`src/rtl/diag_pkg.sv`:
```
package diag_pkg;

   // -------------------------------------------------------------------
   // Sources and widths
   // -------------------------------------------------------------------
   localparam int NUM_DI   = 16;
   localparam int NUM_CNT  = 3;
   localparam int NUM_SRC  = 28;
   localparam int NUM_GRP  = 7;
   localparam int ADDR_W   = 8;
   localparam int SPREAD_W = 56;

   // -------------------------------------------------------------------
   // Register byte offsets
   // -------------------------------------------------------------------
   localparam logic [7:0] OFF_REC_W0 = 8'h00;
   localparam logic [7:0] OFF_REC_W1 = 8'h04;
   localparam logic [7:0] OFF_REC_W2 = 8'h08;
   localparam logic [7:0] OFF_REC_W3 = 8'h0C;
   localparam logic [7:0] OFF_CTRL   = 8'h10;
   localparam logic [7:0] OFF_ISTAT  = 8'h14;
   localparam logic [7:0] OFF_IMASK  = 8'h18;
   localparam logic [7:0] OFF_PEND   = 8'h1C;
   localparam logic [7:0] OFF_LOST   = 8'h20;

   // -------------------------------------------------------------------
   // Control and interrupt fields, reset values
   // -------------------------------------------------------------------
   localparam int CTRL_DIAG_EN = 0;
   localparam int CTRL_DIGITAL = 1;
   localparam int CTRL_MORE    = 2;
   localparam logic [2:0] CTRL_RESET  = 3'h2;
   localparam int IRQ_PROC = 0;
   localparam int IRQ_DIN  = 1;
   localparam int IRQ_DOUT = 2;
   localparam logic [2:0] IMASK_RESET = 3'h0;
   localparam logic [2:0] ISTAT_RESET = 3'h0;

   // -------------------------------------------------------------------
   // Record fields and fixed codes
   // -------------------------------------------------------------------
   localparam int B0_FAIL = 0;
   localparam int B0_EXT  = 2;
   localparam int B0_CHAN = 3;
   localparam int B1_INFO = 4;
   localparam int B3_LOST = 6;
   localparam int B4_MORE = 7;
   localparam logic [3:0] CLASS_ANALOG  = 4'h5;
   localparam logic [3:0] CLASS_DIGITAL = 4'hF;
   localparam logic [6:0] CHAN_TYPE_DI  = 7'h70;
   localparam logic [7:0] DIAG_BITS     = 8'h08;
   localparam logic [7:0] NUM_CHAN      = 8'h08;

endpackage : diag_pkg

```
`src/rtl/trk_if.sv`:
```
`timescale 1ns/1ps
`default_nettype none

interface trk_if;
   logic [27:0] ev;
   logic [27:0] ack;
   logic [27:0] lost_clr;
   logic [27:0] pending;
   logic [27:0] lost;
   logic [27:0] lost_new;

   modport tracker (input ev, ack, lost_clr,
                    output pending, lost, lost_new);
   modport owner   (output ev, ack, lost_clr,
                    input pending, lost, lost_new);
endinterface : trk_if

`default_nettype wire

```
`src/rtl/sync2.sv`:
```
`timescale 1ns/1ps
`default_nettype none

module sync2 #(
   parameter int W = 1
) (
   input  wire logic         mclk, // System clock.
   input  wire logic         rst,  // Synchronous reset, active high.
   input  wire logic [W-1:0] d,    // Asynchronous level inputs.
   output logic      [W-1:0] q     // Synchronised levels.
);
   logic [W-1:0] s1;
   logic [W-1:0] next_s1;
   logic [W-1:0] next_q;

   always_comb begin
      next_s1 = d;
      next_q  = s1;
   end

   always_ff @(posedge mclk) begin
      if (rst) begin
         s1 <= '0;
         q  <= '0;
      end else begin
         s1 <= next_s1;
         q  <= next_q;
      end
   end
endmodule : sync2

`default_nettype wire

```
`src/rtl/src_tracker.sv`:
```
`timescale 1ns/1ps
`default_nettype none

module src_tracker (
   input  wire logic mclk, // System clock.
   input  wire logic rst,  // Synchronous reset, active high.
   trk_if.tracker    t     // Event, acknowledge and flag bundle.
);
   logic [27:0] pending;
   logic [27:0] lost;
   logic [27:0] next_pending;
   logic [27:0] next_lost;
   logic [27:0] hit;

   // A source is busy from its event until software acknowledges it.
   always_comb begin
      hit          = t.ev & pending & ~t.ack;
      next_pending = (pending & ~t.ack) | t.ev;
      next_lost    = (lost & ~t.lost_clr) | hit;
   end

   always_ff @(posedge mclk) begin
      if (rst) begin
         pending <= '0;
         lost    <= '0;
      end else begin
         pending <= next_pending;
         lost    <= next_lost;
      end
   end

   assign t.pending  = pending;
   assign t.lost     = lost;
   assign t.lost_new = hit;
endmodule : src_tracker

`default_nettype wire

```
`src/rtl/diag_record_builder.sv`:
```
// What this block does
// Outgoing diagnostic message on error clearing, only while diag enable set.
// Base byte 0: bit0 module failure, bit2 external, bit3 channel error.
// Base byte 1 bits 3..0 give class: 0101b analog, 1111b digital.
// Base byte 1 bit 4 flags channel info; bits 7..5 read zero.
// Outgoing base record has bytes 2 and 3 at zero.
// Base record layout is the same for every technology function.
// Extended record is 16 bytes: base record then twelve specific bytes.
// Extended byte 4 bits 6..0 hold channel type, here 70h.
// Extended byte 4 bit 7 flags that more channel types follow.
// Extended byte 5 reports 08h diagnostic bits per channel.
// Extended byte 6 reports 08h channels.
// Extended byte 7: input group errors, counter errors, bit 7 reserved.
// Bytes 8..11 flag lost interrupts of 16 inputs on even bits.
// Bytes 12..14 flag lost counter events on even bits.
// Extended byte 15 reads zero.
// A repeat event while the first is serviced raises a diagnostic.
// Incoming base byte 3 bit 6 flags a lost process interrupt.
//
// Implementation choices: the register addresses and register access over APB.
`timescale 1ns/1ps
`default_nettype none

module diag_record_builder (
   input  wire logic        mclk,        // System clock, 100 MHz.
   input  wire logic        rst,         // Synchronous reset, active high.
   input  wire logic        psel,        // APB select.
   input  wire logic        penable,     // APB access phase.
   input  wire logic        pwrite,      // APB direction, high for write.
   input  wire logic [7:0]  paddr,       // APB byte address.
   input  wire logic [31:0] pwdata,      // APB write data.
   output logic      [31:0] prdata,      // APB read data.
   output logic             pready,      // APB ready.
   output logic             pslverr,     // APB error, unmapped address.
   input  wire logic [15:0] di_edge,     // Input edge events, one pulse.
   input  wire logic [11:0] cnt_event,   // Counter events, four each.
   input  wire logic        fail_pin,    // Module failure level.
   input  wire logic        ext_err_pin, // External error level.
   input  wire logic [6:0]  grp_err_pin, // Channel group error levels.
   output logic             irq,         // Interrupt, active high level.
   output logic             fault_led    // On inside the diagnostic window.
);

   // -------------------------------------------------------------------
   // Error inputs and event tracking
   // -------------------------------------------------------------------
   logic [8:0]  err_sync;
   logic        fail;
   logic        ext_err;
   logic [6:0]  grp_err;
   logic        wr_go;
   logic        rd_go;

   sync2 #(.W(9)) u_sync (
      .mclk (mclk),
      .rst  (rst),
      .d    ({grp_err_pin, ext_err_pin, fail_pin}),
      .q    (err_sync)
   );

   assign fail    = err_sync[0];
   assign ext_err = err_sync[1];
   assign grp_err = err_sync[8:2];

   trk_if trk ();

   src_tracker u_trk (
      .mclk (mclk),
      .rst  (rst),
      .t    (trk.tracker)
   );

   assign trk.ev       = {cnt_event, di_edge};
   assign trk.ack      = (wr_go && paddr == diag_pkg::OFF_PEND)
                         ? pwdata[27:0] : 28'h0000000;
   assign trk.lost_clr = (wr_go && paddr == diag_pkg::OFF_LOST)
                         ? pwdata[27:0] : 28'h0000000;

   // -------------------------------------------------------------------
   // Record composition
   // -------------------------------------------------------------------
   logic [2:0]  ctrl;
   logic        any_lost;
   logic        chan_err;
   logic        err_any;
   logic [7:0]  byte0;
   logic [7:0]  byte1;
   logic [7:0]  byte3_in;
   logic [31:0] base_in;
   logic [31:0] base_out;
   logic [diag_pkg::SPREAD_W-1:0] spread;
   logic [31:0] ext_w1;
   logic [31:0] ext_w2;
   logic [31:0] ext_w3;

   // Byte 0 and 1 are common to every function and both message kinds.
   always_comb begin
      // A loss is counted in the cycle it happens, so the incoming record
      // stored with the message already carries its flag.
      any_lost = |(trk.lost | trk.lost_new);
      chan_err = (|grp_err) | any_lost;
      err_any  = fail | ext_err | chan_err;
      byte0    = 8'h00;
      byte0[diag_pkg::B0_FAIL] = fail;
      byte0[diag_pkg::B0_EXT]  = ext_err;
      byte0[diag_pkg::B0_CHAN] = chan_err;
      byte1    = 8'h00;
      byte1[3:0] = ctrl[diag_pkg::CTRL_DIGITAL] ? diag_pkg::CLASS_DIGITAL
                                                : diag_pkg::CLASS_ANALOG;
      byte1[diag_pkg::B1_INFO] = chan_err;
      byte3_in = 8'h00;
      byte3_in[diag_pkg::B3_LOST] = any_lost;
      base_in  = {byte3_in, 8'h00, byte1, byte0};
      base_out = {8'h00, 8'h00, byte1, byte0};
   end

   // Each lost flag lands on an even bit, inputs first, then counters.
   always_comb begin
      spread = '0;
      for (int i = 0; i < diag_pkg::NUM_SRC; i++) begin
         spread[2*i] = trk.lost[i];
      end
   end

   always_comb begin
      ext_w1 = {1'b0, grp_err,
                diag_pkg::NUM_CHAN,
                diag_pkg::DIAG_BITS,
                ctrl[diag_pkg::CTRL_MORE],
                diag_pkg::CHAN_TYPE_DI};
      ext_w2 = spread[31:0];
      ext_w3 = {8'h00, spread[55:32]};
   end

   // -------------------------------------------------------------------
   // Diagnostic messages
   // -------------------------------------------------------------------
   logic        err_prev;
   logic        msg_in;
   logic        msg_out;
   logic        err_rise;
   logic        err_fall;
   logic [31:0] snap;
   logic        next_err_prev;
   logic [31:0] next_snap;
   logic        next_led;

   // The stored record follows the latest event even with messages off,
   // so software polling still sees the most recent diagnostic state.
   always_comb begin
      err_rise      = (err_any & ~err_prev) | (|trk.lost_new);
      err_fall      = ~err_any & err_prev;
      msg_in        = ctrl[diag_pkg::CTRL_DIAG_EN] & err_rise;
      msg_out       = ctrl[diag_pkg::CTRL_DIAG_EN] & err_fall;
      next_err_prev = err_any;
      next_snap     = snap;
      if (err_rise) begin
         next_snap = base_in;
      end else if (err_fall) begin
         next_snap = base_out;
      end
      next_led = msg_in | (fault_led & err_any & ~msg_out);
   end

   always_ff @(posedge mclk) begin
      if (rst) begin
         err_prev  <= 1'b0;
         snap      <= 32'h00000000;
         fault_led <= 1'b0;
      end else begin
         err_prev  <= next_err_prev;
         snap      <= next_snap;
         fault_led <= next_led;
      end
   end

   // -------------------------------------------------------------------
   // Interrupt status and mask
   // -------------------------------------------------------------------
   logic [2:0] istat;
   logic [2:0] imask;
   logic [2:0] istat_set;
   logic [2:0] istat_clr;
   logic [2:0] next_ctrl;
   logic [2:0] next_istat;
   logic [2:0] next_imask;
   logic       next_irq;

   // Hardware sets win over a software clear in the same cycle.
   always_comb begin
      istat_set = 3'h0;
      istat_set[diag_pkg::IRQ_PROC] = |trk.ev;
      istat_set[diag_pkg::IRQ_DIN]  = msg_in;
      istat_set[diag_pkg::IRQ_DOUT] = msg_out;
      istat_clr = (wr_go && paddr == diag_pkg::OFF_ISTAT)
                  ? pwdata[2:0] : 3'h0;
      next_istat = (istat & ~istat_clr) | istat_set;
      next_ctrl  = (wr_go && paddr == diag_pkg::OFF_CTRL)
                   ? pwdata[2:0] : ctrl;
      next_imask = (wr_go && paddr == diag_pkg::OFF_IMASK)
                   ? pwdata[2:0] : imask;
      next_irq   = |(istat & imask);
   end

   always_ff @(posedge mclk) begin
      if (rst) begin
         ctrl  <= diag_pkg::CTRL_RESET;
         istat <= diag_pkg::ISTAT_RESET;
         imask <= diag_pkg::IMASK_RESET;
         irq   <= 1'b0;
      end else begin
         ctrl  <= next_ctrl;
         istat <= next_istat;
         imask <= next_imask;
         irq   <= next_irq;
      end
   end

   // -------------------------------------------------------------------
   // APB slave
   // -------------------------------------------------------------------
   logic [31:0] rd_mux;
   logic        mapped;
   logic [31:0] next_prdata;
   logic        next_pready;
   logic        next_pslverr;

   // Every access waits one cycle in the access phase, then completes.
   always_comb begin
      wr_go  = psel & penable & pready & pwrite & ~pslverr;
      rd_go  = psel & penable & ~pready;
      mapped = 1'b1;
      rd_mux = 32'h00000000;
      case (paddr)
         diag_pkg::OFF_REC_W0: rd_mux = snap;
         diag_pkg::OFF_REC_W1: rd_mux = ext_w1;
         diag_pkg::OFF_REC_W2: rd_mux = ext_w2;
         diag_pkg::OFF_REC_W3: rd_mux = ext_w3;
         diag_pkg::OFF_CTRL:   rd_mux = {29'h00000000, ctrl};
         diag_pkg::OFF_ISTAT:  rd_mux = {29'h00000000, istat};
         diag_pkg::OFF_IMASK:  rd_mux = {29'h00000000, imask};
         diag_pkg::OFF_PEND:   rd_mux = {4'h0, trk.pending};
         diag_pkg::OFF_LOST:   rd_mux = {4'h0, trk.lost};
         default:              mapped = 1'b0;
      endcase
      next_pready  = rd_go;
      next_pslverr = rd_go & ~mapped;
      next_prdata  = prdata;
      if (rd_go) begin
         next_prdata = (pwrite | ~mapped) ? 32'h00000000 : rd_mux;
      end
   end

   always_ff @(posedge mclk) begin
      if (rst) begin
         prdata  <= 32'h00000000;
         pready  <= 1'b0;
         pslverr <= 1'b0;
      end else begin
         prdata  <= next_prdata;
         pready  <= next_pready;
         pslverr <= next_pslverr;
      end
   end

endmodule : diag_record_builder

`default_nettype wire

```
`config.mk`:
```
export PLATFORM = sky130hd
export DESIGN_NAME = diag_record_builder
export DESIGN_NICKNAME = d
export VERILOG_FILES = /design/src/rtl/diag_pkg.sv /design/src/rtl/trk_if.sv /design/src/rtl/sync2.sv /design/src/rtl/src_tracker.sv /design/src/rtl/diag_record_builder.sv
export SDC_FILE = /design/constraint.sdc
export NUM_CORES = 1
export LEC_CHECK = 0
export BUFFER_PORTS_ARGS = -buffer_cell sky130_fd_sc_hd__buf_2
export CAP_MARGIN = 20
export CELL_PAD_IN_SITES_DETAIL_PLACEMENT = 1
export CELL_PAD_IN_SITES_GLOBAL_PLACEMENT = 1
export CORE_ASPECT_RATIO = 1.5
export CORE_MARGIN = 2
export CORE_UTILIZATION = 40
export CTS_BUF_LIST = sky130_fd_sc_hd__clkbuf_2 sky130_fd_sc_hd__clkbuf_4 sky130_fd_sc_hd__clkbuf_8
export DETAILED_ROUTE_END_ITERATION = 12
export GPL_ROUTABILITY_DRIVEN = 0
export PLACE_DENSITY_LB_ADDON = 0.2
export SETUP_SLACK_MARGIN = 0.1
export SKIP_LAST_GASP = 1
export SLEW_MARGIN = 10
export SYNTH_ARGS = -nofsm -noshare
export SYNTH_HDL_FRONTEND = slang
export SYNTH_SLANG_ARGS = --single-unit
```
`constraint.sdc`:
```
create_clock -name mclk -period 3.1 [get_ports mclk]
set_input_delay 0.62 -clock mclk [delete_from_list [all_inputs] [get_ports mclk]]
set_output_delay 0.62 -clock mclk [all_outputs]
set_load 0.01 [all_outputs]
```
==> results of run 1 <==
## flip-flops by register name (all words and copies together) (netlist names), 3 cells and up
name	flops
istat	3
u_trk.t.lost	28
u_trk.t.pending	28
u_sync.q	9
snap	6
prdata	31
u_sync.next_q	9
ctrl	3
imask	3
## layout by cell type (no fill, tap or decap), types with 2 or more instances in the layout
| cell | count |
|---|---|
| clkbuf_8 | 17 |
| or2_2 | 3 |
| inv_8 | 2 |
| nor2b_1 | 37 |
| a222oi_1 | 13 |
| mux2i_1 | 9 |
| o2111ai_1 | 3 |
| nand3b_1 | 6 |
| and2_1 | 18 |
| a2bb2oi_2 | 2 |
| dfxtp_1 | 125 |
| nand4b_1 | 2 |
| o31ai_1 | 2 |
| and4b_1 | 2 |
| a21oi_1 | 112 |
| or4_1 | 2 |
| a221oi_1 | 3 |
| a22oi_1 | 58 |
| o22ai_1 | 7 |
| inv_1 | 6 |
| nor3_1 | 7 |
| nor4_1 | 17 |
| nand2_1 | 62 |
| a31oi_1 | 2 |
| nand4_1 | 23 |
| buf_4 | 19 |
| nor2_1 | 111 |
| nand2b_1 | 2 |
| a41oi_1 | 2 |
| clkinvlp_4 | 2 |
| a211oi_1 | 4 |
| inv_6 | 7 |
| nand3_1 | 12 |
| and4_1 | 5 |
| clkinv_2 | 2 |
| and3_1 | 2 |
| nor4_4 | 2 |
| buf_2 | 111 |
## worst paths after layout
check	startpoint	to	cells past startpoint
min	grp_err_pin[5]	u_sync.next_q[7]$_SDFF_PP0_	2
max reg2reg	u_trk.t.lost[26]$_SDFF_PP0_	snap[0]$_SDFFE_PP0P_	6
max	paddr[5]	snap[0]$_SDFFE_PP0P_	7
min reg2reg	u_sync.next_q[2]$_SDFF_PP0_	u_sync.q[2]$_SDFF_PP0_	1
## metrics by stage
stage	area (um2)	worst slack, ps	util, %	hold WS (ps)
4_1_cts	7010	634	48.7	362
2_1_floorplan	5850	667	-	414
6_report	7010	623	48.7	377
5_1_grt	7010	485	48.7	365
3_5_place_dp	6630	183	46.1	435
3_3_place_gp	6630	262	46.1	421
## layer usage
layer / vias up / share of wire [%]
li1: 2861 / -
met1: 3063 / 35
met2: 298 / 51
met3: 96 / 5.7
met4: 0 / 8.0
met5: - / 0
## layout make-up
type	count	area (um2)	share of cell area, %
Multi-Input combinational cell	545	3140	44.8
Sequential cell	125	2500	35.7
Timing Repair Buffer	131	718	10.2
Tap cell	196	245	3.50
Clock buffer	17	234	3.34
Clock inverter	15	148	2.11
Inverter	7	26.3	0.375
## critical path, stage by stage
cell and delay, ps:
buf_2 150, or4b_1 660, nor4_4 410, a2bb2oi_2 150
nand4_1 210, nor3_4 410, mux2i_1 230
## where the power goes
group	switching, uW	total [uW]	internal (uW)	leakage (uW)
logic	213	359	147	0.00141
registers	106	1780	1680	0.00103
clock network	767	1430	659	0.000192
total	1090	3570	2480	0.00264
## cells by family after synthesis
group                  Yosys count  synth area share (%)
buffers and inverters           49                  3.51
XOR/XNOR                         1                 0.150
other                            1                0.0642
multiplexers                     9                  1.54
flip-flops                     125                  42.8
AND/OR/NAND/NOR                323                  28.7
AO/OA/AOI/OAI                  211                  23.2
==> results.json, run 1 <==
{
  "htree_levels": 4,
  "n_antenna_cell": 0,
  "synth_top_cell_by_area": "dfxtp_1",
  "start_kind": "input pin",
  "synth_commonest_cells": "dfxtp_1, a21oi_1, nor2_1, nand2_1, a22oi_1",
  "max_freq_mhz": 404,
  "grt_overflow": 0,
  "fin_crit_sh_pct": 79.9,
  "irDropWorstVdd_v": 0.000227,
  "chipWidth_um": 103,
  "grt_use_met3_pct": 5.20,
  "path_max_fanout": 7,
  "cts_resized": 0,
  "synth_nets": 801,
  "ys_seq_area_share_pct": 42.8,
  "drtIter0Drc": 551,
  "route.detailed.drc": 0,
  "post_cts_buffers": 0,
  "max_slew_margin_pct": 41.3,
  "outcome": "completed",
  "leakagePower_uw": 0.00264,
  "async_reset_ff_share_pct": 0,
  "synth.distinct_cells": 51,
  "core-area_um2": 14400,
  "synth_area_leaders": "dfxtp_1, a21oi_1, a22oi_1",
  "dieHeight_um": 152,
  "r2r_slack_ps": 660,
  "grt_busiest_layer": "met2",
  "port_buffers": 112,
  "place_inst": 1004,
  "synth_top_area_share_pct": 42.8,
  "placement_rows": 54,
  "first_global_vias": 6511,
  "tightest_slew_ps": 880,
  "synthToLayoutAreaGrowth_pct": 19.9,
  "grt_use_met1_pct": 33.0,
  "tns_ps": 0,
  "yosysWarnings": 0,
  "cts_num_sinks": 125,
  "postSynthAreaPerCell_um2": 8.13,
  "hold_viol": 0,
  "nFillCells": 1812,
  "cts_tree": "done",
  "clkLatencyLatePin_ps": 450,
  "cap_violations": 0,
  "setup_violations": 0,
  "path_clk_slew_ps": 90,
  "fin_nets": 909,
  "final_cells": 1036,
  "antenna_found_initial": 0,
  "period_needed_ps": 2480,
  "use_met2_pct": 53.3,
  "synth_cells": 719,
  "hold_buffers": 0,
  "initial_utilization_pct": 40.6,
  "die_area_um2": 15600,
  "rsz0062_at_grt": "false",
  "wl_mm": 23.6,
  "via_count": 6318,
  "ioPinCount": 118,
  "cts_root_buf": "clkbuf_8",
  "grt_max_degree": 68,
  "drive_gt1_share_pct": 20.8,
  "power_uw": 3570,
  "worstSetupPathType": "input pin to flop",
  "viasPerCell": 6.10,
  "postRouteAntennaNets": 0,
  "drv_slew": 0,
  "cp_data_arrival_time_ps": 2850,
  "grt_pass1_wl_mm": 36.3,
  "power_density_nw_per_um2": 509,
  "cts_buffer_depth": 2,
  "first_pass_iters": 6,
  "synth-seq-cells": 125,
  "synthFlopType": "dfxtp_1",
  "yosysMostFrequentCell": "dfxtp_1",
  "track_usage_pct": 30.9,
  "wire_per_inst_um": 22.8,
  "end_kind": "flop",
  "dp_hpwl_mm": 17.9,
  "fin_skew_ps": 11.5,
  "crit_required_ps": 3470,
  "holdCritPathClass": "input pin to flop",
  "cts_buffers": 17,
  "synth-edff-count": 0,
  "syn_area_um2": 5850
}
No activity file was read; power rests on OpenSTA's default activity.
==> run 2, diff against run 1 <==
==> constraint.sdc (replaced) <==
create_clock -name mclk -period 2.6 [get_ports mclk]
set_input_delay 0.52 -clock mclk [delete_from_list [all_inputs] [get_ports mclk]]
set_output_delay 0.52 -clock mclk [all_outputs]
set_load 0.01 [all_outputs]
==> results.json, run 2 (synthesis gave the netlist of run 1 again) <==
{
  "outcome": "completed",
  "cts_tree": "done",
  "dieHeight_um": 152,
  "via_count": 6578,
  "wl_mm": 24.8,
  "max_freq_mhz": 415,
  "postRouteAntennaNets": 0,
  "initial_utilization_pct": 40.6,
  "drive_gt1_share_pct": 24.0,
  "end_kind": "flop",
  "cts_buffers": 17,
  "cts_num_sinks": 125,
  "htree_levels": 4,
  "whs_ps": 268,
  "worstSetupPathType": "flop to flop",
  "power_density_nw_per_um2": 607,
  "tns_ps": 0,
  "wire_per_inst_um": 23.3,
  "cp_data_arrival_time_ps": 2740,
  "placement_rows": 54,
  "reg_top3": "prdata x31, u_trk.t.lost x28, u_trk.t.pending x28",
  "fin_area_um2": 7350,
  "drv_slew": 0,
  "max_slew_margin_pct": 40.4,
  "start_kind": "flop",
  "cts_root_buf": "clkbuf_8",
  "cap_violations": 0,
  "antenna_found_initial": 1,
  "period_needed_ps": 2410,
  "grt_pass1_wl_mm": 38.2,
  "power_uw": 4470,
  "chipWidth_um": 103,
  "hold_viol": 0,
  "cts_buffer_depth": 2,
  "layout_commonest_cell": "dfxtp_1",
  "route.detailed.drc": 0,
  "dp_hpwl_mm": 18.7,
  "core-area_um2": 14400,
  "setup_violations": 0,
  "fin_crit_sh_pct": 92.8,
  "viasPerCell": 6.16,
  "path_max_fanout": 5,
  "clkLatencyLatePin_ps": 460,
  "crit_required_ps": 2930,
  "rsz0062_at_grt": "false",
  "most-common-layout-cells": "dfxtp_1, a21oi_1, nor2_1, buf_2, nand2_1",
  "fin_skew_ps": 8.87,
  "n_antenna_cell": 0,
  "place_area_um2": 6890,
  "first_global_vias": 6831,
  "grt_max_degree": 47,
  "grt_overflow": 0,
  "tightest_slew_ps": 893,
  "port_buffers": 112,
  "leakagePower_uw": 0.00282,
  "irDropWorstVdd_v": 0.000357,
  "nFillCells": 1803,
  "ioPinCount": 118,
  "synthToLayoutAreaGrowth_pct": 25.8,
  "holdCritPathClass": "input pin to flop",
  "drtIter0Drc": 564,
  "fin_nets": 940,
  "largest_register_ff_count": 31,
  "die_area_um2": 15600,
  "first_pass_iters": 5,
  "track_usage_pct": 32.6,
  "path_clk_slew_ps": 90,
  "regMostFlops": "prdata"
}
run 2: worst paths after layout:
path | from | to | slack (ps) | cells past startpoint
worst max-delay path | u_trk.t.lost[26]$_SDFF_PP0_ | snap[2]$_SDFFE_PP0P_ | 190 | 7
worst min-delay path | grp_err_pin[5] | u_sync.next_q[7]$_SDFF_PP0_ | 270 | 2
worst max register to register | u_trk.t.lost[26]$_SDFF_PP0_ | snap[2]$_SDFFE_PP0P_ | 190 | 7
worst min register to register | u_sync.next_q[5]$_SDFF_PP0_ | u_sync.q[5]$_SDFF_PP0_ | 440 | 1
run 2: where the power goes:
group	total, uW	internal (uW)	switching (uW)
Clock	1860	907	956
Combinational	484	199	285
Sequential	2120	2000	120
Total	4470	3110	1360
run 2: through the flow:
| stage | cells | utilization [%] | worst slack [ps] |
|---|---|---|---|
| 3_3_place_gp | 1034 | 47.9 | -74.5 |
| 4_1_cts | 1066 | 50.9 | 159 |
| 5_1_grt | 1067 | 51.1 | 150 |
| 2_1_floorplan | 719 | - | 267 |
| 3_5_place_dp | 1034 | 47.9 | -125 |
| 6_report | 1067 | 51.1 | 188 |
run 2: area by class of cell:
cell class	count	area, um2	area share (%)
tap	196	245	3.33
timing repair buffer	162	988	13.4
sequential	125	2500	34.0
clock buffer	17	234	3.18
multi-input combinational	545	3170	43.0
inverter	7	26.3	0.357
clock inverter	15	193	2.62
run 2: per-layer routing:
| layer | GRT usage (%) | part of all wire (%) | vias to the layer above |
|---|---|---|---|
| li1 | - | - | 2920 |
| met1 | 35.4 | 35 | 3214 |
| met2 | 55.1 | 51 | 330 |
| met3 | 6.03 | 5.6 | 114 |
| met4 | 23.6 | 8.6 | 0 |
| met5 | 0 | 0 | - |
run 2: critical path: stages, from the launching register on:
cell and delay [ps]:
dfxtp_1 390, nor4_2 380, nand4_1 330, buf_4 250
o31a_1 340, o2111ai_1 330, nor3_4 110, mux2i_1 150
run 2: timing repair:
item,4_1_cts,5_1_grt
pin swaps,0,1
buffers inserted,0,1
gates resized for setup,2,2
setup endpoints to repair,4,4
hold buffers,0,0
